**config.mk**
```make
export PLATFORM = sky130hd
export DESIGN_NAME = plebc_top
export DESIGN_NICKNAME = d
export VERILOG_FILES = /design/src/inc/plebc_pkg.sv /design/src/plebc_top.sv
export SDC_FILE = /design/constraint.sdc
export NUM_CORES = 1
export LEC_CHECK = 0
export BUFFER_PORTS_ARGS = -buffer_cell sky130_fd_sc_hd__buf_4
export CORE_UTILIZATION = 38
export DETAILED_ROUTE_END_ITERATION = 8
export PLACE_DENSITY = 0.57
export SETUP_SLACK_MARGIN = 0.2
export SYNTH_ARGS = -nofsm -noshare
export SYNTH_HDL_FRONTEND = slang
export SYNTH_SLANG_ARGS = --single-unit
export TNS_END_PERCENT = 20
```
**constraint.sdc**
```tcl
create_clock -name pclk -period 2.7 [get_ports pclk]
set_clock_uncertainty 0.2 [all_clocks]
set_input_delay 0.405 -clock pclk [delete_from_list [all_inputs] [get_ports pclk]]
set_output_delay 0.405 -clock pclk [all_outputs]
set_load 0.005 [all_outputs]
```
**src/inc/plebc_pkg.sv**
```systemverilog
// constants for the pwm leading-edge blanking control block
package plebc_pkg;

   // apb register byte offsets
   localparam logic [11:0] PLEBC_OFS_EDGE_CTL   = 12'h000;
   localparam logic [11:0] PLEBC_OFS_DELAY      = 12'h004;
   localparam logic [11:0] PLEBC_OFS_AUX_CTL    = 12'h008;
   localparam logic [11:0] PLEBC_OFS_STATUS     = 12'h00C;

   // reset values
   localparam logic [15:0] PLEBC_RST_EDGE_CTL   = 16'h0000;
   localparam logic [8:0]  PLEBC_RST_DELAY      = 9'h000;
   localparam logic [3:0]  PLEBC_RST_SRC_SEL    = 4'h0;

   // writable bits per register
   localparam logic [15:0] PLEBC_MASK_EDGE_CTL  = 16'hFC3F;
   localparam logic [15:0] PLEBC_MASK_DELAY     = 16'h0FF8;
   localparam logic [15:0] PLEBC_MASK_AUX_CTL   = 16'h000F;

   // edge_blanking_control field positions
   localparam int PLEBC_B_HIGH_RISE  = 15;
   localparam int PLEBC_B_HIGH_FALL  = 14;
   localparam int PLEBC_B_LOW_RISE   = 13;
   localparam int PLEBC_B_LOW_FALL   = 12;
   localparam int PLEBC_B_FAULT_EN   = 11;
   localparam int PLEBC_B_CLIM_EN    = 10;
   localparam int PLEBC_B_SEL_HIGH   = 5;
   localparam int PLEBC_B_SEL_LOW    = 4;
   localparam int PLEBC_B_HOUT_HIGH  = 3;
   localparam int PLEBC_B_HOUT_LOW   = 2;
   localparam int PLEBC_B_LOUT_HIGH  = 1;
   localparam int PLEBC_B_LOUT_LOW   = 0;

   // delay register field: count lives in bits 11:3
   localparam int PLEBC_DLY_LSB      = 3;
   localparam int PLEBC_DLY_W        = 9;
   localparam int PLEBC_SEL_W        = 4;

   // timing, in units of 10 ps
   localparam int PLEBC_STEP_TIME_10PS = 832;   // 8.32 ns per delay count
   localparam int PLEBC_CLK_TIME_10PS  = 1000;  // 10 ns pclk period
   localparam int PLEBC_REM_W          = 19;    // holds 511 * 832

   // status field positions
   localparam int PLEBC_S_ACTIVE     = 19;
   localparam int PLEBC_S_STATE      = 20;
   localparam int PLEBC_S_FAULT_IN   = 21;
   localparam int PLEBC_S_CLIM_IN    = 22;

endpackage

```
**src/plebc_top.sv**
```systemverilog
// leading-edge and state blanking control for one pwm generator pair
//
// Overview of operation
// [RULE_01] low-side rising edge restarts blanking when enabled
// [RULE_02] low-side falling edge restarts blanking when enabled
// [RULE_03] fault input masked only when fault blanking enabled
// [RULE_04] current-limit masked only when its blanking enabled
// [RULE_05] blank while selected signal high, if enabled
// [RULE_06] blank while selected signal low, if enabled
// [RULE_07] nine-bit delay count, 8.32 ns per step
// [RULE_08] four-bit selector picks state blanking signal
// [RULE_09] counter loads on trigger, counts down, masks inputs
//
// The implementer's own choices: the placing of the registers and register access over APB.
`timescale 1ns/10ps
`default_nettype none

module plebc_top (
   input  wire logic        pclk,
   input  wire logic        presetn,
   input  wire logic        psel,
   input  wire logic        penable,
   input  wire logic        pwrite,
   input  wire logic [11:0] paddr,
   input  wire logic [31:0] pwdata,
   input  wire logic [3:0]  pstrb,
   output logic      [31:0] prdata,
   output logic             pready,
   output logic             pslverr,
   input  wire logic        pwm_low_side_output,
   input  wire logic        pwm_high_side_output,
   input  wire logic        fault_in,
   input  wire logic        current_limit_in,
   input  wire logic [15:0] blank_src,
   output logic             fault_out,
   output logic             current_limit_out,
   output logic             blanking_active
);
   import plebc_pkg::*;

   // merge bytes under strobe, keeping only writable bits
   function automatic logic [15:0] strobe_merge(
      input logic [15:0] old_val,
      input logic [31:0] wdata,
      input logic [3:0]  strb,
      input logic [15:0] wmask
   );
      logic [15:0] lanes;
      lanes = {{8{strb[1]}}, {8{strb[0]}}} & wmask;
      strobe_merge = (old_val & ~lanes) | (wdata[15:0] & lanes);
   endfunction

   // software-visible state
   logic [15:0]                 edge_blanking_control;
   logic [15:0]                 delay_reg;
   logic [PLEBC_SEL_W-1:0]      blanking_source_select;

   // synchronised pins
   logic                        fault_meta;
   logic                        fault_sync;
   logic                        clim_meta;
   logic                        clim_sync;
   logic [15:0]                 src_meta;
   logic [15:0]                 src_sync;

   // edge detection and counting
   logic                        low_prev;
   logic                        high_prev;
   logic [PLEBC_REM_W-1:0]      remaining;
   logic [PLEBC_REM_W-1:0]      next_remaining;

   // field views
   wire                         low_out_rise_trigger_en;
   wire                         low_out_fall_trigger_en;
   wire                         high_out_rise_trigger_en;
   wire                         high_out_fall_trigger_en;
   wire                         fault_blanking_en;
   wire                         current_limit_blanking_en;
   wire                         blank_on_select_high;
   wire                         blank_on_select_low;
   wire [PLEBC_DLY_W-1:0]       blanking_delay_count;

   assign low_out_rise_trigger_en   = edge_blanking_control[PLEBC_B_LOW_RISE];
   assign low_out_fall_trigger_en   = edge_blanking_control[PLEBC_B_LOW_FALL];
   assign high_out_rise_trigger_en  = edge_blanking_control[PLEBC_B_HIGH_RISE];
   assign high_out_fall_trigger_en  = edge_blanking_control[PLEBC_B_HIGH_FALL];
   assign fault_blanking_en         = edge_blanking_control[PLEBC_B_FAULT_EN];
   assign current_limit_blanking_en = edge_blanking_control[PLEBC_B_CLIM_EN];
   assign blank_on_select_high      = edge_blanking_control[PLEBC_B_SEL_HIGH];
   assign blank_on_select_low       = edge_blanking_control[PLEBC_B_SEL_LOW];
   assign blanking_delay_count      = delay_reg[PLEBC_DLY_LSB +: PLEBC_DLY_W];

   // apb decode; slave never waits, so every access is one access cycle
   wire        acc         = psel & penable;
   wire        hit_edge    = (paddr == PLEBC_OFS_EDGE_CTL);
   wire        hit_delay   = (paddr == PLEBC_OFS_DELAY);
   wire        hit_aux     = (paddr == PLEBC_OFS_AUX_CTL);
   wire        hit_status  = (paddr == PLEBC_OFS_STATUS);
   wire        hit_any     = hit_edge | hit_delay | hit_aux | hit_status;
   wire        wr_edge     = acc & pwrite & hit_edge;
   wire        wr_delay    = acc & pwrite & hit_delay;
   wire        wr_aux      = acc & pwrite & hit_aux;

   assign pready  = 1'b1;
   // unmapped addresses and writes to status are flagged, data ignored
   assign pslverr = acc & (~hit_any | (pwrite & hit_status));

   // pwm outputs come from the same clock: edges seen directly
   wire low_rise  = pwm_low_side_output & ~low_prev;
   wire low_fall  = ~pwm_low_side_output & low_prev;
   wire high_rise = pwm_high_side_output & ~high_prev;
   wire high_fall = ~pwm_high_side_output & high_prev;

   // trigger select; any enabled edge restarts blanking
   // [RULE_01] low rise trigger
   wire trig_low_rise  = low_out_rise_trigger_en & low_rise;
   // [RULE_02] low fall trigger
   wire trig_low_fall  = low_out_fall_trigger_en & low_fall;
   wire trig_high      = (high_out_rise_trigger_en & high_rise)
                       | (high_out_fall_trigger_en & high_fall);
   wire trigger        = trig_low_rise | trig_low_fall | trig_high;

   // [RULE_07] step time in 10 ps units
   wire [PLEBC_REM_W-1:0] load_time =
      PLEBC_REM_W'(blanking_delay_count * PLEBC_STEP_TIME_10PS);
   wire [PLEBC_REM_W-1:0] clk_time  = PLEBC_REM_W'(PLEBC_CLK_TIME_10PS);

   // [RULE_09] reload on trigger, else count down; partial period rounds up
   always_comb begin
      if (trigger) begin
         next_remaining = load_time;
      end else if (remaining > clk_time) begin
         next_remaining = remaining - clk_time;
      end else begin
         next_remaining = '0;
      end
   end

   wire leb_active = (remaining != '0);

   // [RULE_08] selected state-blanking signal
   wire sel_signal = src_sync[blanking_source_select];

   // state blanking from selected signal and output levels
   // [RULE_05] blank while selected high
   wire blank_sel_hi = blank_on_select_high & sel_signal;
   // [RULE_06] blank while selected low
   wire blank_sel_lo = blank_on_select_low & ~sel_signal;
   wire blank_out    = (edge_blanking_control[PLEBC_B_HOUT_HIGH] & pwm_high_side_output)
                     | (edge_blanking_control[PLEBC_B_HOUT_LOW]  & ~pwm_high_side_output)
                     | (edge_blanking_control[PLEBC_B_LOUT_HIGH] & pwm_low_side_output)
                     | (edge_blanking_control[PLEBC_B_LOUT_LOW]  & ~pwm_low_side_output);
   wire state_blank  = blank_sel_hi | blank_sel_lo | blank_out;
   wire blank_now    = leb_active | state_blank;

   // masked inputs; a disabled mask lets the input straight through
   // [RULE_03] fault masking gate
   wire next_fault = fault_sync & ~(blank_now & fault_blanking_en);
   // [RULE_04] current-limit masking gate
   wire next_clim  = clim_sync & ~(blank_now & current_limit_blanking_en);

   // read mux
   wire [31:0] status_word = {9'h000,
                              clim_sync,
                              fault_sync,
                              state_blank,
                              leb_active,
                              remaining};
   wire [31:0] next_prdata =
      hit_edge   ? {16'h0000, edge_blanking_control} :
      hit_delay  ? {16'h0000, delay_reg} :
      hit_aux    ? {28'h000_0000, blanking_source_select} :
      hit_status ? status_word : 32'h0000_0000;

   // two-stage synchronisers for pins; first stage feeds only the second
   always_ff @(posedge pclk or negedge presetn) begin
      if (!presetn) begin
         fault_meta <= 1'b0;
         fault_sync <= 1'b0;
         clim_meta  <= 1'b0;
         clim_sync  <= 1'b0;
         src_meta   <= 16'h0000;
         src_sync   <= 16'h0000;
      end else begin
         fault_meta <= fault_in;
         fault_sync <= fault_meta;
         clim_meta  <= current_limit_in;
         clim_sync  <= clim_meta;
         src_meta   <= blank_src;
         src_sync   <= src_meta;
      end
   end

   // register writes, honouring byte strobes
   always_ff @(posedge pclk or negedge presetn) begin
      if (!presetn) begin
         edge_blanking_control  <= PLEBC_RST_EDGE_CTL;
         delay_reg              <= {4'h0, PLEBC_RST_DELAY, 3'h0};
         blanking_source_select <= PLEBC_RST_SRC_SEL;
      end else begin
         if (wr_edge) begin
            edge_blanking_control <= strobe_merge(edge_blanking_control, pwdata, pstrb,
                                                  PLEBC_MASK_EDGE_CTL);
         end
         if (wr_delay) begin
            delay_reg <= strobe_merge(delay_reg, pwdata, pstrb, PLEBC_MASK_DELAY);
         end
         if (wr_aux && pstrb[0]) begin
            blanking_source_select <= pwdata[PLEBC_SEL_W-1:0];
         end
      end
   end

   // read data is captured in the setup cycle so it is stable in access
   always_ff @(posedge pclk or negedge presetn) begin
      if (!presetn) begin
         prdata <= 32'h0000_0000;
      end else if (psel && !penable && !pwrite) begin
         prdata <= next_prdata;
      end
   end

   // blanking counter and edge history
   always_ff @(posedge pclk or negedge presetn) begin
      if (!presetn) begin
         low_prev  <= 1'b0;
         high_prev <= 1'b0;
         remaining <= '0;
      end else begin
         low_prev  <= pwm_low_side_output;
         high_prev <= pwm_high_side_output;
         remaining <= next_remaining;
      end
   end

   // registered masked outputs, one cycle after the synchronised input
   always_ff @(posedge pclk or negedge presetn) begin
      if (!presetn) begin
         fault_out         <= 1'b0;
         current_limit_out <= 1'b0;
         blanking_active   <= 1'b0;
      end else begin
         fault_out         <= next_fault;
         current_limit_out <= next_clim;
         blanking_active   <= blank_now;
      end
   end

endmodule

`default_nettype wire

```
Word-level counts from Yosys, hierarchy flattened
Cells that the tools add are included.

Register bits: 128. Input port bits: 73. Output and inout port bits: 37. Word-level logic and storage cells: 92.

Add/subtract/negate cells: 1. Multipliers: 1. Order comparisons: 2. Eq/ne operators: 3. Multiplexer cells: 8. Bitwise operators: 54. Reduce and logical (&&, ||, !) cells: 7.

Operators with widths (count): $mux W23 (4); $and A16 B16 Y16 (3); $mux W19 (2); $or A16 B16 Y16 (2); $and A1 B1 Y1 (25); $eq A12 B4 Y1 const B (2); $gt A19 B10 Y1 const B (1); $reduce_bool A19 Y1 (1); $sub A19 B10 Y19 const B (1); $and A16 B12 Y16 (1); $not A12 Y16 (1); $not A16 Y16 (1); $mul A9 B4 Y13 const B (1); $or A1 B1 Y1 (13); $eq A12 B3 Y1 const B (1); $logic_not A12 Y1 (1); $not A1 Y1 (8); $lt A4 B5 Y1 const B (1); $bmux W1 S4 (1); $logic_and A1 B1 Y1 (3); $logic_not A1 Y1 (2); $mux W1 (1).

Depth between registers and ports, before layout
Depth after elaboration: 10. Mapped depth: 10. Depth with buffers taken out: 10.

Worst setup path after synthesis
Ideal clock, no wire load.

Path kind: register to register. From: register delay_reg[4]. To: register remaining[17]. Setup time: 87 ps. Arrival: 2556 ps. Required time: 2413 ps. Path slack: -143 ps. Cell stages (with the launch flop): 10. Path buffers: 0. Clock period less this slack: 2843 ps. Path through: dfrtp_1 ha_1 fa_1 inv_1 fa_1 nor2b_1 o21ai_0 a21o_1 a2111o_1 o211ai_1.

Word-level cells in the longest chain between the ends: 2.

RTL lines: start, declared (line plebc_top.sv:55) `logic [15:0] delay_reg;`; start signal, assigned (line plebc_top.sv:198) `delay_reg <= {4'h0, PLEBC_RST_DELAY, 3'h0};`; start signal, assigned (line plebc_top.sv:206) `delay_reg <= strobe_merge(delay_reg, pwdata, pstrb, PLEBC_MASK_DELAY);`; $mul A9 B4 Y13 (line plebc_top.sv:125) `PLEBC_REM_W'(blanking_delay_count * PLEBC_STEP_TIME_10PS);`; $mux W19 (line plebc_top.sv:130) `if (trigger) begin`; via next_remaining[17] (line plebc_top.sv:70) `logic [PLEBC_REM_W-1:0] next_remaining;`; end signal, assigned (line plebc_top.sv:232) `remaining <= next_remaining;`; end, declared (line plebc_top.sv:69) `logic [PLEBC_REM_W-1:0] remaining;`.

The timed path passes the listed nets, and every way through them passes these cells. A chain may end at the register's enable or synchronous reset.

Final worst setup path
Ends and elaborated chain as after synthesis.

==> metrics.txt <==
post-synth top area share=0.5131; WP buf/inv=1; Clock transition at path regs=roughly 0.07 ns; post-synthesis average cell area=approximately 11 um2; drt total wl=between 10000 and 15000 um; core region area=13190 um2; Post-Layout Cell Count=745; worst-case clock buffer depth=2; post-synthesis xor/xnor area fraction=0.03078; Area growth syn-to-layout=29.37%; FFs w/ async S/R, synth=1.000; post-route ant nets=0; worst path cell trace=ha_1 > fa_1 > inv_1 > fa_2 > nor2b_2 > o21ai_2 > a21o_1 > a2111o_1 > o211ai_1; routed len/inst=between 15 and 20 um; Die Span Y=roughly 120 um; gr ovfl total=0; fmax=~0.36 GHz; Pins Over Slew Limit=0; Hold Crit Class=in2reg; CP arrival=between 2 and 3 ns; Synth Register Bits=~110; clk root buf=clkbuf_16; failing checks=setup timing; Synth area leader=dfrtp_1; Setup CP Type=reg2reg; post-synthesis cell type count=60; DRC violation count after routing=0; total CTS buffers=9; Lkg Pwr=3.136 nW; Area after DPL=about 6000 um2; Worst setup SP type=flip-flop; via/cell ratio=about 5; crit path max-delay cell type=fa_1; final hold violations=0; Post-layout nets=about 670; placed instance count=709; largest net degree at the start of global routing=61; die area=~14000 um2; gr usage total=0.1827; mux share of post-synthesis cell area=0.1014; I/O pins=110; DRT Pass-1 Iters=4; antenna violations before repair=0; design area=about 6600 um2; setup_tns=-0.07634 ns; Post-Synth Adder-Cell Area=0.07965; CTS H-tree lvls=3; DR vias=roughly 3700; worst-path fanout max=3; first-pass GRT wire length=19660 um; Yosys Warn Count=0; Post-Syn Instances=roughly 450; clk_lat worst skew=about 0.35 ns; Largest Register=prdata; Simple-Gate Fraction of Synth Area=0.1356; period utilization=1.019; EDFF count, synth=0; main combinational cell family by area after synthesis=simple AND/OR/NAND/NOR gates; Max VDD drop=between 300 and 400 uV; CP delay by family, top=adder cells; final setup violation count=2; WHS=between 0.009 and 0.01 ns; status=finished, violations left; Top FF cell, synth=dfrtp_1; starting DRC count in detailed routing=about 240; Starting Density=0.3883; Row Count=between 40 and 50; fin crit period=2.751 ns; vias in the first global route=roughly 3800; Critical Path RT=approximately 2.8 ns; IO Port Bufs=between 80 and 90; maxcap violations=0; GP Congestion=roughly 0.81; Util after Layout=0.5023; max FFs per register=23; slew of the pin with the lowest slew margin=roughly 0.65 ns; Compound-Gate Fraction of Synth Area=0.08820; number of diodes=0; Worst Slack Setup Final=-0.05122 ns; peak per-stage delay on the critical path=~0.51 ns; Die W=around 120 um; RSZ-0062 raised after global routing=true; Seq/Total Area, Yosys=0.5131; Rel. slew slack=0.5673; top cells by area in the synthesized netlist=dfrtp_1, ha_1, mux2_2, nand2_1, fa_1; CP endpoint kind=flip-flop; clock sink count=between 100 and 150; CTS tree=built; fraction of layout instances using a drive strength above 1=0.3216; HPWL Detailed=~8600 um; pwr dens=between 600 and 700 nW/um2; Mapped Area=between 5000 and 6000 um2
per-layer routing:
layer / share of wire / GRT usage / wire, um
met5: 0 / 0 / 0
met4: 0.013 / 0.05689 / 154
met3: 0.040 / 0.03876 / 477
met2: 0.45 / 0.2857 / 5330
met1: 0.50 / 0.2539 / 5845
final timing paths:
kind	cells after the start	startpoint	to	slack, ns
worst max register to register	9	delay_reg[4]$_DFFE_PN0P_	remaining[17]$_DFF_PN0_	-0.05
worst max-delay path	9	delay_reg[4]$_DFFE_PN0P_	remaining[17]$_DFF_PN0_	-0.05
max in group asynchronous	3	presetn	remaining[5]$_DFF_PN0_	1.17
worst min-delay path	1	pwm_high_side_output	high_prev$_DFF_PN0_	0.009
min in group asynchronous	2	presetn	prdata[2]$_DFFE_PN0P_	0.41
worst min register to register	0	src_meta[8]$_DFF_PN0_	src_sync[8]$_DFF_PN0_	0.15
metrics by stage:
step	total power, mW	worst slack [ns]
finish	4.039	-0.05122
global route	4.257	-0.1662
CTS	4.075	-0.05351
detailed placement	2.629	-0.1616
global placement	2.611	-0.05869
floorplan	2.366	0.02262
cell usage in the layout (no fill, tap or decap), drive strengths merged, types with 2 or more instances in the layout:
cell type      n
dfrtp        105
buf          103
nand2         42
inv           35
nor2          32
mux2          29
ha            23
dlygate4sd3   19
nor3          13
o21ai         12
nand3         11
xnor2         11
clkbuf        11
conb          10
o31ai          8
mux2i          8
a21oi          8
xor2           7
a221oi         7
o22ai          6
fa             6
nor4           6
mux4           5
o211ai         4
a22oi          4
nand4          4
o21a           3
and3           3
nor2b          3
nor3b          3
a21o           2
or2            2
nand3b         2
nor4b          2
a31o           2
o2111ai        2
o32ai          2
Yosys cell counts (all sizes together), types with 3 or more instances:
| library cell | instances |
|---|---|
| a22oi | 4 |
| mux4 | 5 |
| xnor2 | 11 |
| nor4 | 6 |
| o21a | 3 |
| mux2 | 29 |
| a21oi | 8 |
| clkbuf | 5 |
| fa | 6 |
| o21ai | 12 |
| xor2 | 7 |
| o31ai | 8 |
| dfrtp | 105 |
| o211ai | 4 |
| nor3b | 3 |
| mux2i | 8 |
| nor2b | 3 |
| buf | 18 |
| and3 | 3 |
| ha | 23 |
| inv | 32 |
| nor3 | 13 |
| a221oi | 7 |
| nand2 | 42 |
| nor2 | 32 |
| nand3 | 11 |
| o22ai | 6 |
| nand4 | 4 |
timing repair:
item / 4_1_cts / 5_1_grt
endpoints found under the hold margin: 63 / 0
hold buffers: 19 / 0
gates resized for setup: 13 / 3
cloned: 0 / 0
endpoints found under the setup margin: 7 / 7
pin swaps: 15 / 1
buffers inserted: 1 / 0
cells by family after synthesis:
logic type | count (synthesis)
AND/OR/NAND/NOR | 130
flip-flops | 105
AO/OA/AOI/OAI | 65
buffers and inverters | 55
multiplexers | 42
adder cells (fa/ha/maj) | 29
XOR/XNOR | 18
other | 2
power by group:
part / internal [mW] / switching, mW / total [mW]
Combinational: 0.351 / 0.310 / 0.661
Sequential: 1.75 / 0.235 / 1.98
Clock: 0.785 / 0.610 / 1.40
Total: 2.88 / 1.15 / 4.04
layout make-up:
class	count	area, um2
Clock buffer	11	252.7
Sequential cell	105	2628
Tap cell	176	220.2
Multi-Input combinational cell	294	2361
Clock inverter	5	67.56
Inverter	32	120.1
Timing Repair Buffer	122	975.9
Fill cell	1230	6565
Power figures use the tool's default switching activity.
